[config.mk]
export PLATFORM = sky130hd
export DESIGN_NAME = sofr_option_regs
export DESIGN_NICKNAME = d
export VERILOG_FILES = /design/src/verilog/sofr_conv_clkdiv.v /design/src/verilog/sofr_option_regs.v
export VERILOG_INCLUDE_DIRS = /design/src /design/src/shared
export SDC_FILE = /design/constraint.sdc
export NUM_CORES = 1
export LEC_CHECK = 0
export BUFFER_PORTS_ARGS = -buffer_cell sky130_fd_sc_hd__buf_2
export CAP_MARGIN = 0
export CORE_MARGIN = 2
export CORE_UTILIZATION = 40
export CTS_CLUSTER_SIZE = 12
export DETAILED_ROUTE_END_ITERATION = 8
export GPL_ROUTABILITY_DRIVEN = 1
export PLACE_DENSITY = 0.71
export SLEW_MARGIN = 20
export SYNTH_ARGS = -nofsm -noshare
export SYNTH_HDL_FRONTEND = slang
export SYNTH_SLANG_ARGS = --single-unit
[constraint.sdc]
create_clock -name pclk -period 3.1 [get_ports pclk]
set_input_delay 0.31 -clock pclk [delete_from_list [all_inputs] [get_ports pclk]]
set_output_delay 0.31 -clock pclk [all_outputs]
set_load 0.02 [all_outputs]
[src/shared/sofr_map.vh]
// Purpose: offsets, fields, reset values and timing counts of the option bank
// Assumes: APB byte addresses are four times the register index
// Notes:   definitions only
`ifndef SOFR_MAP_VH
`define SOFR_MAP_VH

// Register indices and byte addresses
`define SOFR_IDX_MISC      8'h94
`define SOFR_IDX_FLAGS     8'h95
`define SOFR_IDX_WAKE      8'h96
`define SOFR_IDX_CMD       8'h97
`define SOFR_ADDR_MISC     12'h250
`define SOFR_ADDR_FLAGS    12'h254
`define SOFR_ADDR_WAKE     12'h258
`define SOFR_ADDR_CMD      12'h25c

// Field positions
`define SOFR_MISC_ONEWIRE  7
`define SOFR_MISC_WDOG_LO  4
`define SOFR_MISC_CONV_LO  2
`define SOFR_MISC_TICK_LO  0
`define SOFR_FLG_LOWV      7
`define SOFR_FLG_TOUCH     5
`define SOFR_FLG_CONV      4
`define SOFR_FLG_PIN       1
`define SOFR_FLG_TICK      0
`define SOFR_CMD_UNLOCK    0
`define SOFR_CMD_WDOG_TIMEOUT_FLAG      1

// Reset values
`define SOFR_RST_MISC      8'h00
`define SOFR_RST_WAKE      8'h00

// Command codes
`define SOFR_CODE_RESET    8'h56
`define SOFR_CODE_UNLOCK   8'h65

// Watchdog periods in ms, slow-clock tick periods in cycles
`define SOFR_WDOG_MS_0     480
`define SOFR_WDOG_MS_1     240
`define SOFR_WDOG_MS_2     120
`define SOFR_WDOG_MS_3     60
`define SOFR_TICK_CYC_0    32768
`define SOFR_TICK_CYC_1    16384
`define SOFR_TICK_CYC_2    8192
`define SOFR_TICK_CYC_3    128

// Converter clock divisors
`define SOFR_CONV_DIV_0    32
`define SOFR_CONV_DIV_1    16
`define SOFR_CONV_DIV_2    8
`define SOFR_CONV_DIV_3    4

// Soft reset pulse length in core cycles
`define SOFR_SRST_CYC      4

`endif

[src/verilog/sofr_conv_clkdiv.v]
// Purpose: converter clock divider, divide by 32, 16, 8 or 4
// Assumes: select comes from a register on the same clock
// Notes:   output is a registered one-cycle enable strobe
`timescale 1ns/100ps
`default_nettype none
`include "sofr_map.vh"

module sofr_conv_clkdiv (
	input  wire       pclk,
	input  wire       presetn,
	input  wire [1:0] div_sel,
	output reg        conv_clk_en_ff
);

	// Terminal counts, cut to counter width where used
	localparam [31:0] LAST_0 = `SOFR_CONV_DIV_0 - 1;
	localparam [31:0] LAST_1 = `SOFR_CONV_DIV_1 - 1;
	localparam [31:0] LAST_2 = `SOFR_CONV_DIV_2 - 1;
	localparam [31:0] LAST_3 = `SOFR_CONV_DIV_3 - 1;

	reg  [4:0] cnt_ff;
	reg  [4:0] last;

	// Terminal count per code, counts from zero
	always @* begin
		case (div_sel)
		2'b00:   last = LAST_0[4:0];
		2'b01:   last = LAST_1[4:0];
		2'b10:   last = LAST_2[4:0];
		default: last = LAST_3[4:0];
		endcase
	end

	// Counter wraps at terminal; a select change takes effect at once
	always @(posedge pclk or negedge presetn) begin
		if (!presetn) begin
			cnt_ff         <= 5'h00;
			conv_clk_en_ff <= 1'b0;
		end else if (cnt_ff >= last) begin
			cnt_ff         <= 5'h00;
			conv_clk_en_ff <= 1'b1;
		end else begin
			cnt_ff         <= cnt_ff + 5'h01;
			conv_clk_en_ff <= 1'b0;
		end
	end

endmodule

`default_nettype wire

[src/verilog/sofr_option_regs.v]
// Purpose: system option and flag register bank on APB
// Assumes: pclk 20 MHz; slow clock and event inputs come from pins
// Notes:   zero-wait APB slave, unmapped addresses read zero
//
// Behaviour
// - One-wire bit routes serial one to one pin
// - Watchdog field picks 480/240/120/60 ms
// - Converter clock divides by 32/16/8/4
// - Tick period 32768/16384/8192/128 slow cycles
// - Low-voltage flag mirrors detector, read-only
// - Touch flag set at end with fast clock, cleared
// - Converter flag set at end, cleared
// - Pin change on enabled pin sets flag
// - Pin flag cleared by service or write
// - Tick flag set at selected period
// - Tick flag cleared by service or write
// - Wake-enable bits gate each port pin
// - Writing 56h requests soft reset
// - 65h sets unlock, other value clears
// - Command read shows unlock and timeout
//
// Local design decision: the APB register port.
`timescale 1ns/100ps
`default_nettype none
`include "sofr_map.vh"

module sofr_option_regs #(
	parameter CLK_HZ    = 20000000,
	parameter WDOG_DIV  = 1000
) (
	input  wire        pclk,
	input  wire        presetn,
	input  wire        psel,
	input  wire        penable,
	input  wire        pwrite,
	input  wire [11:0] paddr,
	input  wire [31:0] pwdata,
	input  wire [3:0]  pstrb,
	output reg  [31:0] prdata_ff,
	output wire        pready,
	output wire        pslverr,
	input  wire        slow_clk,
	input  wire [7:0]  port_one_pins,
	input  wire        low_volt_det,
	input  wire        touch_end,
	input  wire        touch_fast_ok,
	input  wire        touch_start_bit,
	input  wire        conv_end,
	input  wire        conv_start_bit,
	input  wire        pin_change_ack,
	input  wire        tick_ack,
	input  wire        wdog_timeout,
	input  wire        program_area_lock,
	output reg         one_wire_serial_sel_ff,
	output reg  [1:0]  wdog_period_sel_ff,
	output reg  [1:0]  conv_clock_div_sel_ff,
	output reg  [1:0]  tick_rate_sel_ff,
	output wire        conv_clk_en,
	output reg         wake_req_ff,
	output reg         soft_reset_ff,
	output reg         self_program_unlock_ff,
	output reg         flash_write_ok_ff,
	output reg         wdog_expire_ff,
	output reg  [7:0]  flags_out_ff
);

	// Watchdog base: counts core cycles per ms, then ms per period
	localparam [31:0] CYC_PER_MS = CLK_HZ / 1000;
	// Terminal counts, cut to counter width where used
	localparam [31:0] TICK_L0  = `SOFR_TICK_CYC_0 - 1;
	localparam [31:0] TICK_L1  = `SOFR_TICK_CYC_1 - 1;
	localparam [31:0] TICK_L2  = `SOFR_TICK_CYC_2 - 1;
	localparam [31:0] TICK_L3  = `SOFR_TICK_CYC_3 - 1;
	localparam [31:0] WDOG_L0  = `SOFR_WDOG_MS_0 - 1;
	localparam [31:0] WDOG_L1  = `SOFR_WDOG_MS_1 - 1;
	localparam [31:0] WDOG_L2  = `SOFR_WDOG_MS_2 - 1;
	localparam [31:0] WDOG_L3  = `SOFR_WDOG_MS_3 - 1;
	localparam [31:0] SRST_LEN = `SOFR_SRST_CYC;

	reg  [7:0]  wake_en_ff;
	reg  [7:0]  flags_ff;
	reg  [7:0]  nxt_flags;
	reg  [7:0]  p1_s0_ff;
	reg  [7:0]  p1_s1_ff;
	reg  [7:0]  p1_old_ff;
	reg  [2:0]  ev_s0_ff;
	reg  [2:0]  ev_s1_ff;
	reg         slow_old_ff;
	reg  [14:0] tick_cnt_ff;
	reg  [2:0]  srst_cnt_ff;
	reg  [31:0] ms_pre_ff;
	reg  [8:0]  ms_cnt_ff;
	reg         wdog_timeout_flag_ff;
	reg  [14:0] tick_last;
	reg  [8:0]  wdog_last;
	reg  [31:0] rdata;
	wire        wr;
	wire        rd;
	wire        slow_rise;
	wire        tick_hit;
	wire        pin_hit;
	wire        wr_flags;
	wire        wr_cmd;

	// Address compare used for every register
	function hit;
		input [11:0] a;
		input [11:0] b;
		begin
			hit = (a == b);
		end
	endfunction

	// Zero-wait slave: every access completes in its first access cycle
	assign pready   = 1'b1;
	assign pslverr  = 1'b0;
	assign wr       = psel & penable & pwrite & pstrb[0];
	assign rd       = psel & ~penable & ~pwrite;
	assign wr_flags = wr & hit(paddr, `SOFR_ADDR_FLAGS);
	assign wr_cmd   = wr & hit(paddr, `SOFR_ADDR_CMD);

	// Two-flop synchronisers for pins and slow clock
	always @(posedge pclk or negedge presetn) begin
		if (!presetn) begin
			p1_s0_ff    <= 8'h00;
			p1_s1_ff    <= 8'h00;
			p1_old_ff   <= 8'h00;
			ev_s0_ff    <= 3'h0;
			ev_s1_ff    <= 3'h0;
			slow_old_ff <= 1'b0;
		end else begin
			p1_s0_ff    <= port_one_pins;
			p1_s1_ff    <= p1_s0_ff;
			p1_old_ff   <= p1_s1_ff;
			ev_s0_ff    <= {low_volt_det, wdog_timeout, slow_clk};
			ev_s1_ff    <= ev_s0_ff;
			slow_old_ff <= ev_s1_ff[0];
		end
	end

	assign slow_rise = ev_s1_ff[0] & ~slow_old_ff;
	// Change on enabled pin; per-pin gate
	assign pin_hit   = |((p1_s1_ff ^ p1_old_ff) & wake_en_ff);

	// Tick terminal count per rate code
	always @* begin
		case (tick_rate_sel_ff)
		2'b00:   tick_last = TICK_L0[14:0];
		2'b01:   tick_last = TICK_L1[14:0];
		2'b10:   tick_last = TICK_L2[14:0];
		default: tick_last = TICK_L3[14:0];
		endcase
	end

	assign tick_hit = slow_rise & (tick_cnt_ff >= tick_last);

	// Tick timer counts slow-clock rising edges
	always @(posedge pclk or negedge presetn) begin
		if (!presetn) begin
			tick_cnt_ff <= 15'h0000;
		end else if (tick_hit) begin
			tick_cnt_ff <= 15'h0000;
		end else if (slow_rise) begin
			tick_cnt_ff <= tick_cnt_ff + 15'h0001;
		end
	end

	// Watchdog period in ms per code
	always @* begin
		case (wdog_period_sel_ff)
		2'b00:   wdog_last = WDOG_L0[8:0];
		2'b01:   wdog_last = WDOG_L1[8:0];
		2'b10:   wdog_last = WDOG_L2[8:0];
		default: wdog_last = WDOG_L3[8:0];
		endcase
	end

	// Watchdog interval marker; kicking is outside this bank
	always @(posedge pclk or negedge presetn) begin
		if (!presetn) begin
			ms_pre_ff      <= 32'h00000000;
			ms_cnt_ff      <= 9'h000;
			wdog_expire_ff <= 1'b0;
		end else if (ms_pre_ff >= CYC_PER_MS - 32'h1) begin
			ms_pre_ff <= 32'h00000000;
			if (ms_cnt_ff >= wdog_last) begin
				ms_cnt_ff      <= 9'h000;
				wdog_expire_ff <= 1'b1;
			end else begin
				ms_cnt_ff      <= ms_cnt_ff + 9'h001;
				wdog_expire_ff <= 1'b0;
			end
		end else begin
			ms_pre_ff      <= ms_pre_ff + 32'h1;
			wdog_expire_ff <= 1'b0;
		end
	end

	// Flag next state: clears first, so a same-cycle set wins
	always @* begin
		nxt_flags = flags_ff;
		if (wr_flags) begin
			nxt_flags[`SOFR_FLG_TOUCH] = flags_ff[`SOFR_FLG_TOUCH]
				& pwdata[`SOFR_FLG_TOUCH];
			nxt_flags[`SOFR_FLG_CONV]  = flags_ff[`SOFR_FLG_CONV]
				& pwdata[`SOFR_FLG_CONV];
			nxt_flags[`SOFR_FLG_PIN]   = flags_ff[`SOFR_FLG_PIN]
				& pwdata[`SOFR_FLG_PIN];
			nxt_flags[`SOFR_FLG_TICK]  = flags_ff[`SOFR_FLG_TICK]
				& pwdata[`SOFR_FLG_TICK];
		end
		if (touch_start_bit)
			nxt_flags[`SOFR_FLG_TOUCH] = 1'b0;
		if (conv_start_bit)
			nxt_flags[`SOFR_FLG_CONV] = 1'b0;
		if (pin_change_ack)
			nxt_flags[`SOFR_FLG_PIN] = 1'b0;
		if (tick_ack)
			nxt_flags[`SOFR_FLG_TICK] = 1'b0;
		if (touch_end & touch_fast_ok)
			nxt_flags[`SOFR_FLG_TOUCH] = 1'b1;
		if (conv_end)
			nxt_flags[`SOFR_FLG_CONV] = 1'b1;
		if (pin_hit)
			nxt_flags[`SOFR_FLG_PIN] = 1'b1;
		if (tick_hit)
			nxt_flags[`SOFR_FLG_TICK] = 1'b1;
		nxt_flags[`SOFR_FLG_LOWV] = ev_s1_ff[2];
		nxt_flags[6] = 1'b0;
		nxt_flags[3] = 1'b0;
		nxt_flags[2] = 1'b0;
	end

	// Software-visible registers and command effects
	always @(posedge pclk or negedge presetn) begin
		if (!presetn) begin
			one_wire_serial_sel_ff <= 1'b0;
			wdog_period_sel_ff     <= 2'b00;
			conv_clock_div_sel_ff  <= 2'b00;
			tick_rate_sel_ff       <= 2'b00;
			wake_en_ff             <= `SOFR_RST_WAKE;
			flags_ff               <= 8'h00;
			flags_out_ff           <= 8'h00;
			self_program_unlock_ff <= 1'b0;
			flash_write_ok_ff      <= 1'b0;
			wdog_timeout_flag_ff                <= 1'b0;
			srst_cnt_ff            <= 3'h0;
			soft_reset_ff          <= 1'b0;
			wake_req_ff            <= 1'b0;
		end else begin
			flags_ff     <= nxt_flags;
			flags_out_ff <= nxt_flags;
			wake_req_ff  <= pin_hit;
			if (wr & hit(paddr, `SOFR_ADDR_MISC)) begin
				one_wire_serial_sel_ff <= pwdata[`SOFR_MISC_ONEWIRE];
				wdog_period_sel_ff     <= pwdata[5:4];
				conv_clock_div_sel_ff  <= pwdata[3:2];
				tick_rate_sel_ff       <= pwdata[1:0];
			end
			if (wr & hit(paddr, `SOFR_ADDR_WAKE))
				wake_en_ff <= pwdata[7:0];
			// Unlock set by code, else cleared
			if (wr_cmd)
				self_program_unlock_ff <=
					(pwdata[7:0] == `SOFR_CODE_UNLOCK);
			// Unlock without area lock grants access
			flash_write_ok_ff <= self_program_unlock_ff &
				~program_area_lock;
			// Timeout flag is sticky until reset
			if (ev_s1_ff[1])
				wdog_timeout_flag_ff <= 1'b1;
			// Soft reset pulse on code write
			if (wr_cmd & (pwdata[7:0] == `SOFR_CODE_RESET)) begin
				srst_cnt_ff   <= SRST_LEN[2:0];
				soft_reset_ff <= 1'b1;
			end else if (srst_cnt_ff != 3'h0) begin
				srst_cnt_ff   <= srst_cnt_ff - 3'h1;
				soft_reset_ff <= (srst_cnt_ff != 3'h1);
			end else begin
				soft_reset_ff <= 1'b0;
			end
		end
	end

	// Read mux; unmapped addresses read zero
	always @* begin
		rdata = 32'h00000000;
		if (hit(paddr, `SOFR_ADDR_MISC))
			rdata[7:0] = {one_wire_serial_sel_ff, 1'b0,
				wdog_period_sel_ff, conv_clock_div_sel_ff,
				tick_rate_sel_ff};
		else if (hit(paddr, `SOFR_ADDR_FLAGS))
			rdata[7:0] = flags_ff;
		else if (hit(paddr, `SOFR_ADDR_WAKE))
			rdata[7:0] = wake_en_ff;
		else if (hit(paddr, `SOFR_ADDR_CMD))
			rdata[7:0] = {6'h00, wdog_timeout_flag_ff, self_program_unlock_ff};
	end

	// Read data captured in setup, stable through access
	always @(posedge pclk or negedge presetn) begin
		if (!presetn)
			prdata_ff <= 32'h00000000;
		else if (rd)
			prdata_ff <= rdata;
	end

	sofr_conv_clkdiv u_div (
		.pclk           (pclk),
		.presetn        (presetn),
		.div_sel        (conv_clock_div_sel_ff),
		.conv_clk_en_ff (conv_clk_en)
	);

endmodule

`default_nettype wire
==> run_results.csv <==
group,metric,value,unit
routing,viasPerCell,5.07,
routing,vias,4154,
placement,placed_cells,777,
clock_network,clock-sinks,130,
floorplanning,die_w,125,um
clock_network,clk_path_buf_depth,2,
synthesis,synth-edff-count,0,
worst_setup_path,critPathMaxFanout,9,
finish,diodes,0,
synthesis,synth_ff_type,"dfrtp_1",
sta,clock_skew,0.00775,ns
synthesis,yosys.area.top_type,"dfrtp_1",
worst_setup_path,crit_end,"ms_cnt_ff[0]",
pwr,power_switching_share,0.268,
routing,drtIter0Drc,301,
synthesis,synth_compound_area_frac,0.0834,
floorplanning,coreArea,14400,um^2
placement,dpl.hpwl,8.50,mm
routing,first_pass_iters,5,
pwr,peakVddDrop,0.000389,V
clock_network,hold_buffers,9,
routing,postRouteAntennaNets,0,
synthesis,yosys.area_share.simple,0.170,
placement,port_buffers,70,
pwr,powerDensity,626,nW/um^2
pwr,pwr-share-clk,0.449,
floorplanning,io-pin-count,127,
synthesis,synth_seq_cells,130,
worst_setup_path,regToRegSetupSlack,0.54,ns
finish,nNetsFinal,715,
routing,wl_per_cell,14.6,um
synthesis,synth-xor-area-share,0.0388,
worst_setup_path,required,3.45,ns
sta,hold_viol,0,
routing,wl,12.0,mm
grt,grt_pass1_vias,4153,
sta,setup_viol_count_final,0,
grt,grt_max_degree,83,
worst_hold_path,holdPathStages,1,
pwr,leakage,3.47,nW
synthesis,synthTopCellsByCount,"dfrtp_1, nor2_1, nand2_1",
floorplanning,die_h,125,um
grt,antenna_found_initial,0,
synthesis,avgSynthCellArea,11.4,um^2
clock_network,cts_tree,"yes",
grt,overflow,0,
synthesis,synth_fa_ha_area_frac,0.0427,
synthesis,synth_top_family_by_area,"simple AND/OR/NAND/NOR gates",
clock_network,cts_setup_buffers,0,
worst_setup_path,r2r_cells,7,
synthesis,synth_top_area_share,0.555,
worst_setup_path,critPathKind,"flop to flop",
grt,grt_usage,0.162,
synthesis,async_reset_ff_frac,1.00,
synthesis,synth_warnings,0,
synthesis,yosysUniqueCellTypes,52,
finish,drive_gt1_frac,0.211,
worst_setup_path,r2r_start,"wdog_period_sel_ff[1]",
sta,fin_crit,2.56,ns
synthesis,netlist_top_cells_area,"dfrtp_1, ha_1, buf_4",
clock_network,h-tree-depth,4,
synthesis,synth.cell_area,5870,um^2
sta,fin_hold_ws,0.0317,ns
placement,routabilityCongestion,0.858,
clock_network,numCtsBuffers,17,
floorplanning,core.rowCount,44,
sta,fin_setup_tns,0,ns
synthesis,yosysMostFrequentCell,"dfrtp_1",
pwr,p_seq_frac,0.441,
pwr,total_power,4.44,mW
synthesis,synth_mux_area_frac,0.0555,
sta,fin_ws,0.543,ns
placement,placed_area,6390,um^2
finish,fin_cells,820,
run_status,status,"finished clean",
pwr,p_int,3.25,mW
clock_network,cts-root-buf,"clkbuf_16",
worst_setup_path,critical_path.startpoint,"wdog_period_sel_ff[1]",
sta,slew_viol_final,0,
floorplanning,start_util,0.407,
routing,remaining_drc_errors,0,
worst_setup_path,crit_arrival,2.91,ns
sta,worst_slew_pin_slew,0.603,ns
worst_setup_path,critPathLaunchType,"flop",
sta,fmax,0.391,GHz
worst_setup_path,crit_path_end_kind,"flop",
pwr,power_switching,1.19,mW
sta,maxSlewHeadroom,0.596,
sta,rsz0062_at_grt,"false",
finish,final_area,7100,um^2
flow_run,maxCapViolations,0,
grt,grt_pass1_wl,20.4,mm
clock_network,clk_latency,0.41,ns
clock_network,clk_pin_slew,0.06,ns
worst_hold_path,hp-class,"input pin to flop",
placement,dp_slack,0.587,ns
sta,period_share,0.825,
pwr,combPwrFrac,0.109,
finish,area_delta_synth_final,21.0,%
finish,post-route-util,0.492,
clock_network,cts_resized,0,
synthesis,syn_inst,514,
worst_setup_path,r2r-end,"ms_cnt_ff[0]",
synthesis,ys_seq_area_frac,0.555,
floorplanning,die-area,15600,um^2
## cells by family after synthesis
group	count (synthesis)
simple gates	185
buf+inv	53
flops	130
xor+xnor	26
fa+ha+maj	20
mux	25
compound gates	73
other cells	2
## state kept, by name, indices dropped and copies added, names as in the netlist, 2 cells and up
register / flops
ms_cnt_ff: 9
p1_s0_ff: 8
ev_s1_ff: 3
srst_cnt_ff: 3
p1_old_ff: 8
ev_s0_ff: 3
ms_pre_ff: 32
u_div.cnt_ff: 5
conv_clock_div_sel_ff: 2
wake_en_ff: 8
flags_ff: 5
prdata_ff: 8
tick_rate_sel_ff: 2
wdog_period_sel_ff: 2
tick_cnt_ff: 15
p1_s1_ff: 8
## critical path: stages (launching register included)
cell and delay (ns):
dfrtp_1 0.46, and2_1 0.21, ha_1 0.29, a2111oi_0 0.31, o21ai_0 0.18, o22a_1 0.28, nor2_1 0.49, mux2_2 0.26
## how the worst min path moves through the flow
stage / from / to / slack, ns
finish: wdog_timeout / ev_s0_ff[1] / 0.03
global route: wdog_timeout / ev_s0_ff[1] / 0.009
CTS: port_one_pins[7] / p1_s0_ff[7] / 0.0002
detailed placement: presetn / tick_cnt_ff[2] / 0.24
global placement: presetn / tick_cnt_ff[2] / 0.23
floorplan: presetn / conv_clock_div_sel_ff[0] / 0.01
## power by group through the flow
stage,Sequential [mW],Combinational (mW),Clock [mW]
after floorplan,1.97,0.349,0
after global placement,1.98,0.448,0
after detailed placement,1.99,0.478,0
after CTS,1.96,0.490,2.04
after global routing,1.98,0.555,2.12
final,1.96,0.486,2.00
## routing by layer
| metal | track usage | share of wire | vias to the layer above | routed length, um |
|---|---|---|---|---|
| met5 | 0 | 0 | - | 0 |
| met4 | 0.0405 | 0.0077 | 0 | 92 |
| met3 | 0.0539 | 0.059 | 10 | 711 |
| met2 | 0.268 | 0.50 | 155 | 6020 |
| met1 | 0.207 | 0.43 | 2023 | 5140 |
| li1 | - | - | 1966 | - |
## area by class of cell
cell class	instances	area, um^2
Sequential cell	130	3250
Tap cell	184	230
Clock buffer	17	425
Inverter	14	52.6
Clock inverter	15	169
Multi-Input combinational cell	375	2460
Timing Repair Buffer	85	505
Fill cell	1286	7330
## cell usage in the layout, fill, tap and decap left out, types with 3 or more instances in the layout
cell type	netlist	final
o311ai_0	3	3
a21o_1	4	4
o21ai_0	21	21
a22o_1	4	4
and2_1	6	6
inv_6	0	8
dlygate4sd3_1	0	11
a21oi_1	9	9
nor4_1	4	4
nor2b_1	10	10
inv_1	14	14
buf_2	1	69
dfrtp_1	130	130
or3_1	8	8
conb_1	2	46
xnor2_1	8	8
o31ai_1	3	3
mux2_2	8	8
nand2_1	37	37
xor2_1	18	18
a221o_1	5	5
nor3_1	8	8
nand4_1	14	14
or2_2	4	4
nand2b_1	6	6
and3_1	9	9
buf_4	29	4
clkinv_4	0	3
mux2_4	8	8
clkbuf_16	0	17
mux2i_1	7	7
nor2_1	48	48
ha_1	20	20
nand3_1	20	20
a22oi_1	4	4
o22ai_1	5	5
a31oi_1	4	4
Power figures use the tool's default switching activity.
